==> src/tw_pkg.sv <==
/*
 * tw_pkg: offsets, field positions, reset values, timing and carrier types
 * for the timer / watchdog / interrupt mask block.
 * Assumes a 25 MHz APB clock and one aligned 32-bit word per register.
 */
package tw_pkg;
  // register byte offsets
  localparam logic [7:0] OFS_TIMER_IRQ_CONTROL  = 8'h00;
  localparam logic [7:0] OFS_WATCHDOG_CONTROL   = 8'h04;
  localparam logic [7:0] OFS_INTERRUPT_MASK_TWO = 8'h08;
  localparam logic [7:0] OFS_INTERRUPT_MASK_ONE = 8'h0C;
  localparam logic [7:0] OFS_MAIN_TIMER         = 8'h10;
  localparam logic [7:0] OFS_IRQ_FLAGS          = 8'h14;
  // timer_irq_control fields
  localparam int CTL_EXT_EDGE = 7;
  localparam int CTL_GIE      = 6;
  localparam int CTL_SRC      = 5;
  localparam int CTL_TEDGE    = 4;
  localparam int CTL_PEN      = 3;
  // watchdog_control fields
  localparam int WDC_EN       = 7;
  localparam int WDC_PINSEL   = 6;
  localparam int WDC_PEN      = 3;
  // flag / combined mask positions
  localparam int FLG_COMP     = 7;
  localparam int FLG_ADC      = 6;
  localparam int FLG_T3       = 5;
  localparam int FLG_T2       = 4;
  localparam int FLG_EXT      = 2;
  localparam int FLG_PCHG     = 1;
  localparam int FLG_TIMER    = 0;
  // writable bit masks, reset byte and timer maximum
  localparam logic [7:0] CTL_WMASK  = 8'hBF;
  localparam logic [7:0] WDC_WMASK  = 8'hCF;
  localparam logic [7:0] MSK2_WMASK = 8'h30;
  localparam logic [7:0] MSK1_WMASK = 8'hC7;
  localparam logic [7:0] RST_BYTE   = 8'h00;
  localparam logic [7:0] TIMER_MAX  = 8'hFF;
  // timing
  localparam int PCLK_PERIOD_NS    = 40;
  localparam int WDOG_TIMEOUT_NS   = 18_000_000;
  localparam int WDOG_TIMEOUT_CYC  = WDOG_TIMEOUT_NS / PCLK_PERIOD_NS;
  localparam int WDOG_CNT_W        = 20;

  typedef struct packed {
    logic irq_on_instr;
    logic irq_off_instr;
    logic irq_return_instr;
    logic irq_entry;
    logic wdog_clear_instr;
    logic sleep_instr;
  } tw_core_instr_type;

  typedef struct packed {
    logic comparator_irq_flag;
    logic adc_done_irq_flag;
    logic timer3_irq_flag;
    logic timer2_irq_flag;
    logic pin_change_irq_flag;
  } tw_event_type;
endpackage : tw_pkg

==> src/tw_timer_wdog.sv <==
/*
 * tw_timer_wdog: 8-bit main timer with prescaler, watchdog with prescaler,
 * external interrupt edge logic, interrupt flags and masks, APB slave.
 * Assumes pins, instructions and event pulses are synchronous to pclk;
 * the watchdog oscillator is modelled by pclk itself.
 */
// The APB register port and the address map were left to the implementer.
// How it works
// ext irq edge bit: 0 rising, 1 falling
// global enable cleared by off/entry, set by on/return
// source bit picks cycle clock or timer pin
// pin edge bit picks rising or falling count
// timer prescaler off gives 1:1 rate
// timer ratio code n divides by 2^(n+1)
// watchdog enable bit freely written by software
// pin select 0 masks ext irq; 1 readable
// software sets pin direction to input
// watchdog prescaler off gives 1:1 rate
// watchdog ratio code n divides by 2^(n+1)
// mask two: timer3 bit5, timer2 bit4
// mask one enables comparator, adc, ext, change, timer
// two separate 8-bit prescaler counters
// timer write clears timer prescaler
// clear or sleep instruction clears watchdog and prescaler
// 8-bit timer, one per core cycle unprescaled
// external pin levels last over one clock
// timer stops while sleeping
// enabled watchdog timeout resets device, even asleep
// unprescaled watchdog timeout about 18 ms
// timer wrap sets flag; request needs both enables
`timescale 1ns/1ps
module tw_timer_wdog
  import tw_pkg::*;
#(
  parameter logic [WDOG_CNT_W-1:0] WDOG_TIMEOUT = WDOG_CNT_W'(WDOG_TIMEOUT_CYC)
) (
  input  wire logic              pclk,
  input  wire logic              presetn,
  input  wire logic              psel,
  input  wire logic              penable,
  input  wire logic              pwrite,
  input  wire logic [7:0]        paddr,
  input  wire logic [31:0]       pwdata,
  output logic      [31:0]       prdata,
  output logic                   pready,
  output logic                   pslverr,
  input  wire tw_core_instr_type instr,
  input  wire tw_event_type      events,
  input  wire logic              wake_req,
  input  wire logic              timer_pin,
  input  wire logic              ext_irq_shared_pin,
  output logic                   ext_pin_level,
  output logic                   irq_req,
  output logic                   wdog_reset,
  output logic                   sleeping
);

  function automatic logic prescale_tick(input logic [7:0] cnt, input logic en,
                                         input logic [2:0] ratio);
    logic [7:0] mask;
    mask = 8'((9'h002 << ratio) - 9'h001);
    prescale_tick = en ? ((cnt & mask) == mask) : 1'b1;
  endfunction : prescale_tick

  logic [7:0]            ctl_reg, ctl_next;
  logic [7:0]            wdc_reg, wdc_next;
  logic [7:0]            msk2_reg, msk2_next;
  logic [7:0]            msk1_reg, msk1_next;
  logic [7:0]            timer_reg, timer_next;
  logic [7:0]            tpres_reg, tpres_next;
  logic [7:0]            wpres_reg, wpres_next;
  logic [WDOG_CNT_W-1:0] wcnt_reg, wcnt_next;
  logic [7:0]            flag_reg, flag_next;
  logic                  gie_reg, gie_next;
  logic                  tpin_prev_reg;
  logic                  epin_prev_reg;
  logic [31:0]           prdata_reg;
  logic                  pready_reg;
  logic                  pslverr_reg;
  logic                  irq_req_reg;
  logic                  wdog_reset_reg;
  logic                  sleep_reg;
  logic                  ext_level_reg;

  // bus decode
  wire logic       setup_ph  = psel & ~penable;
  wire logic       access_ph = psel & penable & pready_reg;
  wire logic       hit_ctl   = paddr == OFS_TIMER_IRQ_CONTROL;
  wire logic       hit_wdc   = paddr == OFS_WATCHDOG_CONTROL;
  wire logic       hit_msk2  = paddr == OFS_INTERRUPT_MASK_TWO;
  wire logic       hit_msk1  = paddr == OFS_INTERRUPT_MASK_ONE;
  wire logic       hit_tmr   = paddr == OFS_MAIN_TIMER;
  wire logic       hit_flg   = paddr == OFS_IRQ_FLAGS;
  wire logic       mapped    = hit_ctl | hit_wdc | hit_msk2 | hit_msk1 | hit_tmr | hit_flg;
  wire logic       wr        = access_ph & pwrite & mapped;
  wire logic [7:0] wbyte     = pwdata[7:0];
  wire logic [7:0] rbyte     = hit_ctl  ? {ctl_reg[7], gie_reg, ctl_reg[5:0]} :
                               hit_wdc  ? wdc_reg  :
                               hit_msk2 ? msk2_reg :
                               hit_msk1 ? msk1_reg :
                               hit_tmr  ? timer_reg :
                               hit_flg  ? flag_reg : RST_BYTE;

  // main timer source and prescaler
  wire logic tpin_rise  = timer_pin & ~tpin_prev_reg;
  wire logic tpin_fall  = ~timer_pin & tpin_prev_reg;
  wire logic tpin_edge  = ctl_reg[CTL_TEDGE] ? tpin_fall : tpin_rise;
  wire logic src_event  = ctl_reg[CTL_SRC] ? tpin_edge : 1'b1;
  wire logic t_active   = src_event & ~sleep_reg;
  wire logic t_step     = t_active &
                          prescale_tick(tpres_reg, ctl_reg[CTL_PEN], ctl_reg[2:0]);
  wire logic tmr_wr     = wr & hit_tmr;
  wire logic t_wrap     = t_step & ~tmr_wr & (timer_reg == TIMER_MAX);

  // watchdog
  wire logic w_clear    = instr.wdog_clear_instr | instr.sleep_instr;
  wire logic w_step     = prescale_tick(wpres_reg, wdc_reg[WDC_PEN], wdc_reg[2:0]);
  wire logic w_timeout  = wdc_reg[WDC_EN] & w_step &
                          (wcnt_reg == WDOG_TIMEOUT - 1'b1) & ~w_clear;

  // external interrupt pin
  wire logic epin_sel   = wdc_reg[WDC_PINSEL];
  wire logic epin_edge  = ctl_reg[CTL_EXT_EDGE] ?
                          (~ext_irq_shared_pin & epin_prev_reg) :
                          (ext_irq_shared_pin & ~epin_prev_reg);
  wire logic ext_event  = epin_sel & epin_edge;

  wire logic [7:0] set_v = {events.comparator_irq_flag, events.adc_done_irq_flag,
                            events.timer3_irq_flag, events.timer2_irq_flag, 1'b0,
                            ext_event, events.pin_change_irq_flag, t_wrap};
  wire logic [7:0] en_v  = {msk1_reg[FLG_COMP], msk1_reg[FLG_ADC], msk2_reg[FLG_T3],
                            msk2_reg[FLG_T2], 1'b0, msk1_reg[FLG_EXT],
                            msk1_reg[FLG_PCHG], msk1_reg[FLG_TIMER]};
  wire logic [7:0] clr_v = (wr & hit_flg) ? wbyte : RST_BYTE;

  always_comb begin
    ctl_next   = (wr & hit_ctl)  ? (wbyte & CTL_WMASK)  : ctl_reg;
    wdc_next   = (wr & hit_wdc)  ? (wbyte & WDC_WMASK)  : wdc_reg;
    msk2_next  = (wr & hit_msk2) ? (wbyte & MSK2_WMASK) : msk2_reg;
    msk1_next  = (wr & hit_msk1) ? (wbyte & MSK1_WMASK) : msk1_reg;
    timer_next = tmr_wr ? wbyte : (t_step ? 8'(timer_reg + 8'h01) : timer_reg);
    tpres_next = tmr_wr ? RST_BYTE : (t_active ? 8'(tpres_reg + 8'h01) : tpres_reg);
    wpres_next = w_clear | w_timeout ? RST_BYTE : 8'(wpres_reg + 8'h01);
    if (w_clear | w_timeout | ~wdc_reg[WDC_EN])
      wcnt_next = '0;
    else
      wcnt_next = w_step ? WDOG_CNT_W'(wcnt_reg + 1'b1) : wcnt_reg;
    flag_next  = (flag_reg & ~clr_v) | set_v;
    if (instr.irq_on_instr | instr.irq_return_instr)
      gie_next = 1'b1;
    else if (instr.irq_off_instr | instr.irq_entry)
      gie_next = 1'b0;
    else
      gie_next = gie_reg;
  end

  always_ff @(posedge pclk or negedge presetn) begin
    if (!presetn) begin
      ctl_reg        <= RST_BYTE;
      wdc_reg        <= RST_BYTE;
      msk2_reg       <= RST_BYTE;
      msk1_reg       <= RST_BYTE;
      timer_reg      <= RST_BYTE;
      tpres_reg      <= RST_BYTE;
      wpres_reg      <= RST_BYTE;
      wcnt_reg       <= '0;
      flag_reg       <= RST_BYTE;
      gie_reg        <= 1'b0;
      tpin_prev_reg  <= 1'b0;
      epin_prev_reg  <= 1'b0;
    end else begin
      ctl_reg        <= ctl_next;
      wdc_reg        <= wdc_next;
      msk2_reg       <= msk2_next;
      msk1_reg       <= msk1_next;
      timer_reg      <= timer_next;
      tpres_reg      <= tpres_next;
      wpres_reg      <= wpres_next;
      wcnt_reg       <= wcnt_next;
      flag_reg       <= flag_next;
      gie_reg        <= gie_next;
      tpin_prev_reg  <= timer_pin;
      epin_prev_reg  <= ext_irq_shared_pin;
    end
  end

  // outputs
  always_ff @(posedge pclk or negedge presetn) begin
    if (!presetn) begin
      prdata_reg     <= '0;
      pready_reg     <= 1'b0;
      pslverr_reg    <= 1'b0;
      irq_req_reg    <= 1'b0;
      wdog_reset_reg <= 1'b0;
      sleep_reg      <= 1'b0;
      ext_level_reg  <= 1'b0;
    end else begin
      prdata_reg     <= setup_ph ? {24'h000000, rbyte} : prdata_reg;
      pready_reg     <= setup_ph;
      pslverr_reg    <= setup_ph & ~mapped;
      irq_req_reg    <= gie_reg & |(flag_reg & en_v);
      wdog_reset_reg <= w_timeout;
      sleep_reg      <= instr.sleep_instr | (sleep_reg & ~wake_req & ~w_timeout);
      ext_level_reg  <= epin_sel & ext_irq_shared_pin;
    end
  end

  assign prdata        = prdata_reg;
  assign pready        = pready_reg;
  assign pslverr       = pslverr_reg;
  assign irq_req       = irq_req_reg;
  assign wdog_reset    = wdog_reset_reg;
  assign sleeping      = sleep_reg;
  assign ext_pin_level = ext_level_reg;

  // checks
  property p_ext_rise;
    @(posedge pclk) disable iff (!presetn)
    (epin_sel && !ctl_reg[CTL_EXT_EDGE] && ext_irq_shared_pin && !epin_prev_reg)
      |=> flag_reg[FLG_EXT];
  endproperty
  a_ext_rise: assert property (p_ext_rise) else $error("ext rise not flagged");

  property p_gie_off;
    @(posedge pclk) disable iff (!presetn)
    (instr.irq_off_instr && !instr.irq_on_instr && !instr.irq_return_instr)
      |=> !gie_reg ##1 !irq_req;
  endproperty
  a_gie_off: assert property (p_gie_off) else $error("irq not masked");

  property p_pin_count;
    @(posedge pclk) disable iff (!presetn)
    (ctl_reg[CTL_SRC] && !ctl_reg[CTL_TEDGE] && !ctl_reg[CTL_PEN] && !sleep_reg
     && !tmr_wr && timer_pin && !tpin_prev_reg) |=> timer_reg == 8'($past(timer_reg) + 8'h01);
  endproperty
  a_pin_count: assert property (p_pin_count) else $error("pin edge not counted");

  property p_pin_hold;
    @(posedge pclk) disable iff (!presetn)
    (ctl_reg[CTL_SRC] && !tmr_wr && (timer_pin == tpin_prev_reg)) |=> $stable(timer_reg);
  endproperty
  a_pin_hold: assert property (p_pin_hold) else $error("count without edge");

  property p_unscaled;
    @(posedge pclk) disable iff (!presetn)
    (!ctl_reg[CTL_SRC] && !ctl_reg[CTL_PEN] && !sleep_reg && !tmr_wr)
      |=> timer_reg == 8'($past(timer_reg) + 8'h01);
  endproperty
  a_unscaled: assert property (p_unscaled) else $error("1:1 rate broken");

  property p_div2;
    @(posedge pclk) disable iff (!presetn)
    (!ctl_reg[CTL_SRC] && ctl_reg[CTL_PEN] && ctl_reg[2:0] == 3'h0 && !sleep_reg
     && !tmr_wr && !tpres_reg[0]) |=> $stable(timer_reg);
  endproperty
  a_div2: assert property (p_div2) else $error("1:2 rate broken");

  property p_tmr_wr;
    @(posedge pclk) disable iff (!presetn)
    tmr_wr |=> tpres_reg == RST_BYTE && timer_reg == $past(wbyte);
  endproperty
  a_tmr_wr: assert property (p_tmr_wr) else $error("timer write side effect");

  property p_wclr;
    @(posedge pclk) disable iff (!presetn)
    w_clear |=> wcnt_reg == '0 && wpres_reg == RST_BYTE && !wdog_reset;
  endproperty
  a_wclr: assert property (p_wclr) else $error("watchdog not cleared");

  property p_sleep_stop;
    @(posedge pclk) disable iff (!presetn)
    (sleep_reg && !tmr_wr) |=> $stable(timer_reg);
  endproperty
  a_sleep_stop: assert property (p_sleep_stop) else $error("timer ran asleep");

  property p_wdog_off;
    @(posedge pclk) disable iff (!presetn)
    !wdc_reg[WDC_EN] |=> !wdog_reset;
  endproperty
  a_wdog_off: assert property (p_wdog_off) else $error("disabled watchdog fired");

  property p_wrap;
    @(posedge pclk) disable iff (!presetn)
    t_wrap |=> flag_reg[FLG_TIMER] && timer_reg == RST_BYTE
      ##1 (irq_req == ($past(gie_reg) && $past(msk1_reg[FLG_TIMER])));
  endproperty
  a_wrap: assert property (p_wrap) else $error("wrap flag or request wrong");

  property p_ext_fall;
    @(posedge pclk) disable iff (!presetn)
    (epin_sel && ctl_reg[CTL_EXT_EDGE] && !ext_irq_shared_pin && epin_prev_reg)
      |=> flag_reg[FLG_EXT];
  endproperty
  a_ext_fall: assert property (p_ext_fall) else $error("ext fall not flagged");

  property p_gie_on;
    @(posedge pclk) disable iff (!presetn)
    (instr.irq_on_instr || instr.irq_return_instr)
      |=> gie_reg;
  endproperty
  a_gie_on: assert property (p_gie_on) else $error("irq not enabled");

  property p_pin_masked;
    @(posedge pclk) disable iff (!presetn)
    (!epin_sel && !flag_reg[FLG_EXT])
      |=> !flag_reg[FLG_EXT] && !ext_pin_level;
  endproperty
  a_pin_masked: assert property (p_pin_masked) else $error("ext path not masked");

  property p_pin_level;
    @(posedge pclk) disable iff (!presetn)
    epin_sel
      |=> ext_pin_level == $past(ext_irq_shared_pin);
  endproperty
  a_pin_level: assert property (p_pin_level) else $error("pin level not readable");

  property p_wdog_unscaled;
    @(posedge pclk) disable iff (!presetn)
    (wdc_reg[WDC_EN] && !wdc_reg[WDC_PEN] && !w_clear && !w_timeout)
      |=> wcnt_reg == WDOG_CNT_W'($past(wcnt_reg) + 1'b1);
  endproperty
  a_wdog_unscaled: assert property (p_wdog_unscaled) else $error("wdog 1:1 broken");

  property p_wdog_div2;
    @(posedge pclk) disable iff (!presetn)
    (wdc_reg[WDC_EN] && wdc_reg[WDC_PEN] && wdc_reg[2:0] == 3'h0
     && !w_clear && !wpres_reg[0])
      |=> $stable(wcnt_reg);
  endproperty
  a_wdog_div2: assert property (p_wdog_div2) else $error("wdog 1:2 broken");

  property p_wpres_run;
    @(posedge pclk) disable iff (!presetn)
    (!w_clear && !w_timeout)
      |=> wpres_reg == 8'($past(wpres_reg) + 8'h01);
  endproperty
  a_wpres_run: assert property (p_wpres_run) else $error("wdog prescaler stalled");

  property p_tpres_hold;
    @(posedge pclk) disable iff (!presetn)
    (!tmr_wr && !t_active)
      |=> $stable(tpres_reg);
  endproperty
  a_tpres_hold: assert property (p_tpres_hold) else $error("timer prescaler ran idle");

  property p_internal_src;
    @(posedge pclk) disable iff (!presetn)
    (!ctl_reg[CTL_SRC] && !sleep_reg && !tmr_wr)
      |=> tpres_reg == 8'($past(tpres_reg) + 8'h01);
  endproperty
  a_internal_src: assert property (p_internal_src) else $error("core cycle missed");

  property p_mask_block;
    @(posedge pclk) disable iff (!presetn)
    ((flag_reg & en_v) == RST_BYTE)
      |=> !irq_req;
  endproperty
  a_mask_block: assert property (p_mask_block) else $error("masked source raised irq");

  property p_timeout_wake;
    @(posedge pclk) disable iff (!presetn)
    w_timeout
      |=> wdog_reset && !sleeping;
  endproperty
  a_timeout_wake: assert property (p_timeout_wake) else $error("timeout did not reset");

  property p_timeout_count;
    @(posedge pclk) disable iff (!presetn)
    wdog_reset
      |-> $past(wcnt_reg) == WDOG_CNT_W'(WDOG_TIMEOUT - 1'b1);
  endproperty
  a_timeout_count: assert property (p_timeout_count) else $error("early timeout");

  c_wrap:    cover property (@(posedge pclk) disable iff (!presetn) t_wrap);
  c_timeout: cover property (@(posedge pclk) disable iff (!presetn) w_timeout);
  c_ext_irq: cover property (@(posedge pclk) disable iff (!presetn)
                             flag_reg[FLG_EXT] && irq_req);
  c_err:     cover property (@(posedge pclk) disable iff (!presetn) pslverr && pready);
  c_wake:    cover property (@(posedge pclk) disable iff (!presetn) sleep_reg && w_timeout);

endmodule : tw_timer_wdog

==> config.mk <==
export PLATFORM = sky130hd
export DESIGN_NAME = tw_timer_wdog
export DESIGN_NICKNAME = d
export VERILOG_FILES = /design/src/tw_pkg.sv /design/src/tw_timer_wdog.sv
export SDC_FILE = /design/constraint.sdc
export NUM_CORES = 1
export LEC_CHECK = 0
export ABC_AREA = 1
export BUFFER_PORTS_ARGS = -buffer_cell sky130_fd_sc_hd__buf_2
export CAP_MARGIN = 20
export CORE_UTILIZATION = 50
export DETAILED_ROUTE_END_ITERATION = 8
export PLACE_DENSITY_LB_ADDON = 0.15
export SKIP_LAST_GASP = 1
export SLEW_MARGIN = 20
export SYNTH_ARGS = -nofsm -noshare
export SYNTH_HDL_FRONTEND = slang
export SYNTH_SLANG_ARGS = --single-unit
==> constraint.sdc <==
create_clock -name pclk -period 3.2 [get_ports pclk]
set_input_delay 0.16 -clock pclk [delete_from_list [all_inputs] [get_ports pclk]]
set_output_delay 0.16 -clock pclk [all_outputs]
set_load 0.02 [all_outputs]
==> metrics list, run 1 <==
- Result of the run: complete, no violations
- Wire length of the first global-routing pass: roughly 20000 um
- Top flip-flop cell by instance count after synthesis: sky130_fd_sc_hd__dfrtp_1
- Final routed wirelength across all metal layers: 11600 um
* Reg-to-reg critical path endpoint: wdog_reset$_DFF_PN0_
- The wire-length estimate of the detail-placed layout is between 8000 and 9000 um.
- Core area: around 0.01 mm^2
- Before CTS, the worst setup slack after placement is 1.18 ns.
- Final net count: between 700 and 800
- Register clock-pin slew on the reported worst setup and hold paths: 0.09 ns
- Area of placed instances: 0.00527 mm^2
* Kind of path behind the tightest hold check: input port to flop
- Horizontal die dimension: 102 um
- At the end of routability-driven placement, the weighted congestion stood at 0.872.
- DR vias: ~4300
- The worst setup path is of the flop to flop kind.
- Including well taps, the total number of placed cells is 823.
- Fraction of layout instances using a drive strength above 1: 13.4%
- FF+latch count, synth: 89
- Port buffering added 48 buffers.
* Maximum frequency from static timing analysis: 451 MHz
- During I/O placement, the number of pins put on the boundary was a little under 100.
- Netlist Area Pre-Place: 0.00498 mm^2
* Number of distinct library cell variants in the gate-level netlist after synthesis: 36
- Clock tree synthesis found a total of 89 sinks.
* Post-Synthesis Cells: around 650
* Area added between synthesis and finish: 12.0%
- Measured against its own limit, the worst slew margin works out to between 50% and 60%.
* Count of hold buffers inserted by post-cts repair: 11
* Worst-Margin Slew: 0.646 ns
- Once layout is complete, the cells apart from fillers number 850.
- Antenna viol nets, final: 0
* R2R Setup Slk: 0.98 ns
* Max-slew violation total from the final report: 0
- The worst setup path is launched from a flop.
* Number of clock buffers inserted by TritonCTS: 9
- The critical path ends at wdog_reset$_DFF_PN0_.
* Critical register-to-register path startpoint: wdc_reg[1]$_DFFE_PN0P_
- For this run, design rule violations remaining after detail routing come to 0.
- Post-synthesis sequential area ratio: 44.7%
- In this run, synthesis inferred 0 flip-flops with an integrated enable.
* Flop pwr share: 53.1%
- Worst Clk Skew: 0.0122 ns
* Total grt overflow: 0
- Once the clock tree was built, the setup fixing pass inserted 0 buffers.
- Per-instance average area after synthesis: 7.69 um^2
* CTS Root Cell: sky130_fd_sc_hd__clkbuf_8
* Total of endpoints with negative setup slack in the final report: 0
* Antenna diode count: 0
- Data required time of the critical path: 3.50 ns
- Total negative slack: 0 ns
- After detailed routing, the average wire length per cell comes to 13.7 um.
- Clock tree buffer depth: 2
* Later-pin clock latency in the skew report: between 0.3 and 0.4 ns
- Commonest cells after routing, fill and taps aside: sky130_fd_sc_hd__nand2_1 (150), sky130_fd_sc_hd__dfrtp_1 (89), sky130_fd_sc_hd__inv_1 (82), sky130_fd_sc_hd__nor2_1 (76), sky130_fd_sc_hd__nand3_1 (54)
- The floorplan step defined a die boundary enclosing between 0.01 and 0.015 mm^2.
- Across every metal layer, demand over resource in global routing totals 24.6%.
- Measured in cells, the most critical reg-to-reg path has a length of 10.
- Worst-path fanout max: 18
- The initial utilization of the core area, before any placement, comes to 51.2%.
* Worst hold slack: 0.00693 ns
- Final cell utilization of the core: 57.3%
- Clock period minus worst slack: 2.22 ns
- The first TritonRoute pass finished after 5 iterations.
- In this run, the number of DRC markers left after iteration 0 of detailed routing was 195.
* Max-cap violation count: 0
- Entering global routing, the biggest net connects 44 pins.
* CP Data Arrival Time: roughly 2.5 ns
* Area share of the leading cell type in the synthesized netlist: 44.7%
* RSZ-0062 raised after global routing: false
- Total power divided by cell area: 417 mW/mm^2
- Leaving out fill and tap cells, the most frequent cell in the layout is sky130_fd_sc_hd__nand2_1.
* Number of H-tree levels: 3
* Net switching component of the power: 0.673 mW
- Syn. warnings: 0
- STA classifies the critical path endpoint as a flop.
- Cell internal power was estimated by the tool at between 1.5 and 2 mW.
* Overall Power: 2.32 mW
- Measured along the y axis, the die boundary spans 102 um.
- Hold Fails Final Rpt: 0
- Sorting the synthesized cells by area gives the leading types as sky130_fd_sc_hd__dfrtp_1 (45%), sky130_fd_sc_hd__nand2_1 (11%), sky130_fd_sc_hd__inv_1 (6.2%), sky130_fd_sc_hd__nor2_1 (5.7%), sky130_fd_sc_hd__nand3_1 (5.4%).
* Final cycle utilization of the critical path: 69.3%
- The register with the most flip-flops in the layout has 20 of them.
- Net switching is between 20 and 30% of the power.
- Launching element of the worst setup path: wdc_reg[1]$_DFFE_PN0P_
- Vias in the first global route: 4114
* Peak ir drop on the vdd network: 0.216 mV
- After floorplanning, the core was divided into 36 placement rows.
- Once routing completed, OpenROAD measured the worst setup slack at 0.983 ns.
- In this run, the combinational gates consume a little over an eighth of the power.
* Yosys top cell by area: sky130_fd_sc_hd__dfrtp_1
* CTS-repair resized insts: 0
* Static power due to leakage: 2.93 nW
- The clock network accounts for 33.8% of the total power.
* Drt via density: 5.11
- Initial antenna violation count: 0
- Share of synthesized flip-flops with an asynchronous set or reset: 100%
* Post-route cell area: 0.00557 mm^2
- CTS tree: done
-- synth_stat cells, types with 7 or more instances --
library cell and number:
sky130_fd_sc_hd__a21oi_1 18, sky130_fd_sc_hd__buf_4 24, sky130_fd_sc_hd__dfrtp_1 89, sky130_fd_sc_hd__inv_1 82
sky130_fd_sc_hd__nand2_1 150, sky130_fd_sc_hd__nand3_1 54, sky130_fd_sc_hd__nand4_1 14, sky130_fd_sc_hd__nor2_1 76
sky130_fd_sc_hd__nor3_1 16, sky130_fd_sc_hd__o21ai_0 41, sky130_fd_sc_hd__o21ai_2 10, sky130_fd_sc_hd__o21bai_1 7
sky130_fd_sc_hd__xor2_1 17
-- cell families (layout without fill, tap and decap cells) --
| kind of cell | count (synthesis) | count (layout) | synth area share [%] |
|---|---|---|---|
| flip-flops | 89 | 89 | 44.7 |
| AND/OR/NAND/NOR | 332 | 332 | 30.0 |
| other | 1 | 24 | 0.0753 |
| AO/OA/AOI/OAI | 85 | 85 | 9.95 |
| XOR/XNOR | 17 | 17 | 2.99 |
| adder cells (fa/ha/maj) | 4 | 4 | 1.01 |
| buffers and inverters | 119 | 166 | 11.3 |
-- critical path, cell delays in order (launching register included) --
cell and delay, ns:
sky130_fd_sc_hd__dfrtp_1 0.46, sky130_fd_sc_hd__inv_1 0.09, sky130_fd_sc_hd__nand2_1 0.06, sky130_fd_sc_hd__nand3_1 0.06, sky130_fd_sc_hd__nand2_1 0.05, sky130_fd_sc_hd__nor2_1 0.09, sky130_fd_sc_hd__nand2_1 0.09, sky130_fd_sc_hd__nand2_2 0.30
sky130_fd_sc_hd__nand2_2 0.15, sky130_fd_sc_hd__nor3_1 0.23, sky130_fd_sc_hd__dlygate4sd3_1 0.58
-- routing by layer --
| metal | routed length, um | track usage (%) | vias up |
|---|---|---|---|
| li1 | - | - | 2161 |
| met1 | 5570 | 34.5 | 2049 |
| met2 | 5370 | 39.5 | 115 |
| met3 | 513 | 3.80 | 18 |
| met4 | 181 | 7.25 | 0 |
| met5 | 0 | 0 | - |
-- area by class of cell --
type	instances	area [um^2]
multi-input cells	462	2280
flip-flops and latches	89	2230
inverters	87	327
repair buffers	63	383
clock buffers	10	128
well taps	133	166
fillers	954	4160
clock inverters	6	67.6
-- how the worst min path moves through the flow --
stage	slack (ns)	cells after the start	to	startpoint
2_1_floorplan	-0.14	0	ctl_reg[0]$_DFFE_PN0P_	presetn
3_3_place_gp	0.19	1	timer_reg[1]$_DFFE_PN0P_	presetn
3_5_place_dp	0.19	1	timer_reg[6]$_DFFE_PN0P_	presetn
4_1_cts	0.006	3	flag_reg[1]$_DFF_PN0_	events[0]
5_1_grt	0.02	2	sleeping$_DFF_PN0_	instr[0]
6_report	0.007	3	flag_reg[1]$_DFF_PN0_	events[0]
-- power by group through the flow --
stage               clock (mW)  combinational [mW]  sequential [mW]
finish                   0.784               0.306             1.23
global route             0.853               0.352             1.24
floorplan                    0               0.210             1.25
detailed placement           0               0.298             1.25
global placement             0               0.291             1.25
CTS                      0.801               0.309             1.23
Note: power is estimated with default switching activity, not from simulation.
==> inputs of run 2 (changes only) <==
- clock period: 3.2 -> 2.2 ns (I/O delays scaled with it)
==> run 2 against run 1 <==
  * Cell count increased by 1.3%
  * Total power increased by 52%
  * Sequential share of layout area decreased by 0.93 points
==> metrics list, run 2 (same netlist as run 1, synthesis figures left out) <==
- The routed via count divided by cell count came to 5.08 (-0.48%).
* Critical path buffers and inverters: 2 (unchanged)
* Final net count: 786 (+1.4%)
* CTS Root Cell: sky130_fd_sc_hd__clkbuf_8
* Peak ir drop on the vdd network: 0.332 mV (+54%)
- The via total after detailed routing is 4378 (+0.81%).
- STA classifies the critical path endpoint as a flop.
* GRT met1 Usage: 34.4% (-0.15 points)
- Antenna diode count: 0 (unchanged)
- Result of the run: complete, no violations
* Core area: 0.00973 mm^2 (unchanged)
- The HPWL reported at the end of detailed placement was 8870 um (+2.9%).
- Max-cap violation count: 0 (unchanged)
* Largest register FFs: 20 (unchanged)
- The total routing resource utilization after global routing came to 25.4% (+0.81 points).
- Cells along the critical path: inv_1, nor2_1, nand2_1, nor2_1, nand3_1, nor2_1, nand2_2, nor3_2, dlygate4sd3_1
- CP Data Arrival Time: 2.33 ns (-0.19 ns)
- Maximum cell stage delay along the critical path: 0.58 ns (about the same)
* Slew headroom: 56.1% (-0.38 points)
- The multi-input gate area in the final layout was 0.00229 mm^2 (+0.44%).
* Total grt overflow: 0 (unchanged)
- The shortest clock period the worst path allows after layout is 2.02 ns (-0.193 ns).
- The via count of the first global-routing pass was 4101 (-0.32%).
- Routing layer with the top usage in global route: met2
- Later-pin clock latency in the skew report: 0.37 ns (about the same)
- Total negative slack: 0 ns (unchanged)
* Data required time of the critical path: 2.51 ns (-0.99 ns)
- The worst-path maximum fanout came to 5 (-13).
- Total of endpoints with negative setup slack in the final report: 0 (unchanged)
* CTS tree: done
- The core utilization of the finished layout came to 58.7% (+1.4 points).
* Post-CTS setup buffers: 0 (unchanged)
- Sequential cell area: 0.00223 mm^2 (unchanged)
* Setup crit start kind: flop
* Worst setup path category: flop to flop
- For this design, the slowest cell found on the critical path is sky130_fd_sc_hd__dlygate4sd3_1.
* Number of clock buffers inserted by TritonCTS: 9 (unchanged)
* Hold Fails Final Rpt: 0 (unchanged)
* Number of I/O port buffers: 48 (unchanged)
* Final routed wirelength across all metal layers: 12100 um (+3.9%)
- Horizontal die dimension: 102 um (unchanged)
- The DRC violation count after routing was 0 (unchanged).
- Global routing met2 resource utilization: 42.2% (+2.7 points)
- The post-route clock skew was 0.00785 ns (-0.00438 ns).
- Setup repair after global routing left no endpoint under its margin.
* Maximum number of pins on one net before global-route repair: 49 (+11%)
- Initial cell density of the core: 51.2% (unchanged)
- The most numerous cell type found on the critical path is sky130_fd_sc_hd__nor2_1.
* Count of pins on the block boundary: 97 (unchanged)
- The worst hold-check slack came to 0.0202 ns (+0.0132 ns).
- The remaining antenna violation count is 0 (unchanged).
- The timing-limited maximum frequency is 494 MHz (+9.5%).
* Fraction of layout instances using a drive strength above 1: 14.0% (+0.62 points)
* Gpl congestion: 0.903 (+3.5%)
- The path class of the tightest hold or removal check is input port to flop.
* Final cycle utilization of the critical path: 92.0% (+23 points)
- The TritonCTS sink count came to 89 (unchanged).
- Number of cell rows: 36 (unchanged)
* Total power divided by cell area: 617 mW/mm^2 (+48%)
- The number of DRC violations after detailed-routing iteration 0 came to 289 (+48%).
- The area growth from synthesis to layout is 14.6%.
* Gate family responsible for the most delay along the worst path: simple AND/OR/NAND/NOR gates
* FILL cells: 931 (-2.4%)
- Register clock-pin slew on the reported worst setup and hold paths: 0.09 ns (about the same)
* Wire length of the first global-routing pass: 19900 um (+1.6%)
- In the layout the commonest cells are sky130_fd_sc_hd__nand2_1 (150), sky130_fd_sc_hd__dfrtp_1 (89), sky130_fd_sc_hd__inv_1 (82), sky130_fd_sc_hd__nor2_1 (76), sky130_fd_sc_hd__nand3_1 (54).
- Die height: 102 um (unchanged)
- Initial antenna violation count: 0 (unchanged)
* Area of the die: 0.0104 mm^2 (unchanged)
* Max-slew violation total from the final report: 0 (unchanged)
* Post-DR wirelength/cell: 14.0 um (+2.6%)
- The met3 layer usage reported by global route was 2.97% (-0.83 points).
* Commonest non-fill, non-tap cell in the layout: sky130_fd_sc_hd__nand2_1
- Worst-Margin Slew: 0.658 ns (+0.0116 ns)
- The maximum buffer depth of the clock tree was 2 (unchanged).
* Number of iterations in the first detailed-routing pass: 4 (-1)
* Static power due to leakage: 3.01 nW (+2.5%)
- The maximum level of the CTS H-tree is 3 (unchanged).
## run 2: area by class of cell
cell class                      count  share of cell area (%)
Clock buffer                       11                    2.48
Clock inverter                      5                    1.38
Inverter                           87                    5.72
Multi-Input combinational cell    462                    40.1
Sequential cell                    89                    39.0
Tap cell                          133                    2.92
Timing Repair Buffer               74                    8.42
## run 2: worst paths after layout
path,from,to,slack (ns),depth (start not counted)
min in group asynchronous,presetn,tpres_reg[4]$_DFFE_PN0P_,0.31,2
setup / recovery,wdc_reg[7]$_DFFE_PN0P_,wdog_reset$_DFF_PN0_,0.18,9
hold reg to reg,wpres_reg[0]$_DFF_PN0_,wpres_reg[0]$_DFF_PN0_,0.50,1
max in group asynchronous,presetn,ctl_reg[1]$_DFFE_PN0P_,1.18,3
setup reg to reg,wdc_reg[7]$_DFFE_PN0P_,wdog_reset$_DFF_PN0_,0.18,9
hold / removal,pwdata[4],msk2_reg[4]$_DFFE_PN0P_,0.02,3
## run 2: worst reg2reg max path, stage by stage (launching register included)
cell,delay [ns]
sky130_fd_sc_hd__dfrtp_1,0.44
sky130_fd_sc_hd__inv_1,0.11
sky130_fd_sc_hd__nor2_1,0.12
sky130_fd_sc_hd__nand2_1,0.06
sky130_fd_sc_hd__nor2_1,0.11
sky130_fd_sc_hd__nand3_1,0.07
sky130_fd_sc_hd__nor2_1,0.18
sky130_fd_sc_hd__nand2_2,0.13
sky130_fd_sc_hd__nor3_2,0.16
sky130_fd_sc_hd__dlygate4sd3_1,0.58
## run 2: what timing repair did
| item | in CTS | in global routing |
|---|---|---|
| endpoints found under the setup margin | 0 | 1 |
| hold buffers | 17 | 0 |
| endpoints found under the hold margin | 59 | 0 |
| resized for setup | 0 | 2 |
## run 2: metal layers
metal	up-vias	routed length, um
met1	2065	5730
met2	114	5730
met3	15	424
met4	0	208
met5	-	0
li1	2184	-
## run 2: power breakdown
part / internal, mW / leakage [nW] / switching, mW
clock: 0.670 / 0.113 / 0.596
sequential: 1.72 / 1.11 / 0.0713
combinational: 0.155 / 1.78 / 0.306
total: 2.55 / 3.01 / 0.973
## run 2: through the flow
stage	instance area, um^2	setup slack [ns]	cells	total power [mW]
6_report	5710	0.176	861	3.52
5_1_grt	5710	0.00593	861	3.67
4_1_cts	5700	0.0956	861	3.54
3_5_place_dp	5310	0.347	828	2.26
3_3_place_gp	5310	0.392	828	2.25
2_1_floorplan	5060	0.625	670	2.12
==> inputs of run 3 (changes only) <==
- CELL_PAD_IN_SITES_DETAIL_PLACEMENT: default -> 1
- CELL_PAD_IN_SITES_GLOBAL_PLACEMENT: default -> 2
- CORE_UTILIZATION: 50 -> 32
==> run 3 against run 2 <==
  * Core utilization decreased by 21 points
  * Sequential share of layout area decreased by 0.41 points
  * Final area increased by 1.1%
  * Sequential cell count unchanged
  * Die area increased by 55%
  * Total power increased by 8.1%
  * Worst hold slack got worse by 0.0055 ns
  * Register-to-register slack improved by 0.15 ns
  * Global-route usage decreased by 6.4 points
==> metrics list, run 3 (same netlist as run 1, synthesis figures left out) <==
* Commonest cells after routing, fill and taps aside: sky130_fd_sc_hd__nand2_1 (150), sky130_fd_sc_hd__dfrtp_1 (89), sky130_fd_sc_hd__inv_1 (82), sky130_fd_sc_hd__nor2_1 (76), sky130_fd_sc_hd__nand3_1 (54)
* Initial cell density of the core: 32.7% (-18 points)
* Fraction of layout instances using a drive strength above 1: 13.5% (-0.50 points)
* Most frequent cell on the critical path: sky130_fd_sc_hd__nand2_1
- Drt via density: 4.90 (-3.6%)
- STA classifies the critical path startpoint as a flop.
* Total of endpoints with negative setup slack in the final report: 0 (unchanged)
- CTS placed an instance of sky130_fd_sc_hd__clkbuf_16 at the clock tree root.
- Largest register FFs: 20 (unchanged)
- Die height: 127 um (+25%)
- Area of placed instances: 0.00537 mm^2 (+1.2%)
* Peak ir drop on the vdd network: 0.349 mV (+5.0%)
* Gpl congestion: 0.788 (-13%)
- Detailed Place HPWL: 11000 um (+24%)
- The DRC violation count after routing was 0 (unchanged).
* Standard cell with the maximum stage delay on the critical path: sky130_fd_sc_hd__dfrtp_1
* Iter 0 DRT Violations: 217 (-25%)
- Clk sink count: 89 (unchanged)
* Final routed wirelength across all metal layers: 14200 um (+17%)
- The net count reported at finish came to 778 (-1.0%).
* Area of the die: 0.0161 mm^2 (+55%)
- Number of H-tree levels: 3 (unchanged)
- Static power due to leakage: 2.99 nW (-0.51%)
- The post-route clock skew was 0.00667 ns (-0.00119 ns).
* Total power divided by cell area: 659 mW/mm^2 (+6.9%)
* Overall Power: 3.80 mW (+8.1%)
- Total negative slack: 0 ns (unchanged)
- Maximum number of pins on one net before global-route repair: 53 (+8.2%)
* Data required time of the critical path: 2.44 ns (-0.07 ns)
* Final cell utilization of the core: 37.9% (-21 points)
* CTS tree: done
- Worst-path fanout max: 17 (+12)
- GRT Total Usage: 19.0% (-6.4 points)
- The biggest cell delay along the critical path is 0.45 ns (-0.13 ns).
- The worst hold path belongs to the class input port to flop.
* CP Data Arrival Time: 2.12 ns (-0.21 ns)
- The run finished with clean final reports.
* Post-DR wirelength/cell: 15.7 um (+11%)
* Vias in the first global route: 4621 (+13%)
- Core area: 0.0152 mm^2 (+56%)
* Number of clock buffers inserted by TritonCTS: 9 (unchanged)
* Antenna diode count: 0 (unchanged)
* Number of cell rows: 45 (+25%)
- Max-cap violation count: 0 (unchanged)
- The instance count after placement with tap cells included came to 881 (+6.4%).
* Cells along the critical path: inv_1, nand2_1, nand3_1, nand2_1, nor2_1, nand2_1, nand2_2, buf_4, inv_1, nor2_1, nand2_1, nand2_1, nor2_1
- Antenna viol nets, final: 0 (unchanged)
- Post-route cell area: 0.00577 mm^2 (+1.1%)
* Commonest non-fill, non-tap cell in the layout: sky130_fd_sc_hd__nand2_1
* Horizontal die dimension: 127 um (+25%)
- Maximum frequency from static timing analysis: 532 MHz (+7.8%)
- The insertion delay to the later sink of the worst-skew pair is 0.34 ns (-0.03 ns).
* Clock period minus worst slack: 1.88 ns (-0.146 ns)
- The count of boundary I/O pins was 97 (unchanged).
* Number of I/O port buffers: 48 (unchanged)
- The number of antenna violations at the first check in global routing is 0 (unchanged).
- The max-slew violation count came to 0 (unchanged).
- The area growth from synthesis to layout is 15.9%.
- The transition time at the pin with the least slew margin was 0.630 ns (-0.0279 ns).
- The first-pass GRT wire length was 23600 um (+18%).
- The number of iterations in the first detailed-routing pass is 4 (unchanged).
* Final cycle utilization of the critical path: 85.4% (-6.6 points)
* Clock tree buffer depth: 2 (unchanged)
* Worst setup path category: flop to flop
* CP endpoint kind: flop
- The via total after detailed routing is 4442 (+1.5%).
- The final standard cell count with taps included and fillers excluded was 906 (+5.2%).
* Register clock-pin slew on the reported worst setup and hold paths: 0.07 ns (-0.02 ns)
- The global-route congestion overflow total came to 0 (unchanged).
- Setup repair after global routing left no endpoint under its margin.
* Hold Fails Final Rpt: 0 (unchanged)
- Slew headroom: 57.7% (+1.5 points)
run 3: cell count changes in the layout (fill, tap and decap cells not counted), moves of 3 or more:
cell,previous run,this run
sky130_fd_sc_hd__clkbuf_16,0,9
sky130_fd_sc_hd__clkbuf_8,10,1
sky130_fd_sc_hd__dlygate4sd3_1,17,11
sky130_fd_sc_hd__buf_4,10,7
run 3: report_power, final:
part | switching, mW | internal [mW] | total (mW)
clock network | 0.643 | 0.898 | 1.54
registers | 0.0719 | 1.72 | 1.80
logic | 0.315 | 0.151 | 0.466
run 3: per-layer routing:
layer / global-route usage (%) / vias to the layer above / share of wire, % / wire length [um]
met2: 31.9 / 81 / 48 / 6830
met4: 6.58 / 0 / 1.6 / 225
li1: - / 2161 / - / -
met5: 0 / - / 0 / 0
met1: 25.2 / 2185 / 47 / 6720
met3: 2.49 / 15 / 2.9 / 405
run 3: final cells by class:
cell class	count	area, um^2
multi-input combinational	462	2280
sequential	89	2230
fill	1910	9430
inverter	87	327
clock buffer	11	243
clock inverter	3	42.5
timing repair buffer	66	418
tap	188	235
run 3: critical path, delay by kind of cell (launching register included):
family | cells | cell delay (ns)
buffers and inverters | 3 | 0.49
flip-flops | 1 | 0.45
AND/OR/NAND/NOR | 10 | 0.84
run 3: metrics by stage:
step | hold slack, ns | worst slack [ns]
2_1_floorplan | -0.186 | 0.625
3_3_place_gp | 0.0329 | 0.349
3_5_place_dp | 0.0347 | 0.308
4_1_cts | 0.00239 | 0.285
5_1_grt | 0.00596 | 0.0628
6_report | 0.0146 | 0.321
run 3: path summary, 6_finish.rpt:
kind | from | to | slack (ns) | depth (start not counted)
worst min-delay path | instr[1] | wdog_reset$_DFF_PN0_ | 0.01 | 2
worst max-delay path | wdc_reg[1]$_DFFE_PN0P_ | wcnt_reg[10]$_DFFE_PN0P_ | 0.32 | 13
worst max register to register | wdc_reg[1]$_DFFE_PN0P_ | wcnt_reg[10]$_DFFE_PN0P_ | 0.32 | 13
max in group asynchronous | presetn | wpres_reg[4]$_DFF_PN0_ | 1.40 | 3
min in group asynchronous | presetn | tpres_reg[4]$_DFFE_PN0P_ | 0.21 | 2
worst min register to register | prdata[2]$_DFFE_PN0P_ | prdata[2]$_DFFE_PN0P_ | 0.49 | 2
run 3: timing repair:
action                                  in CTS  in global routing
endpoints found under the setup margin       0                  0
buffers inserted                             0                  0
hold buffers                                11                  0
gates resized for setup                      0                  0
hold endpoints to repair                    29                  0
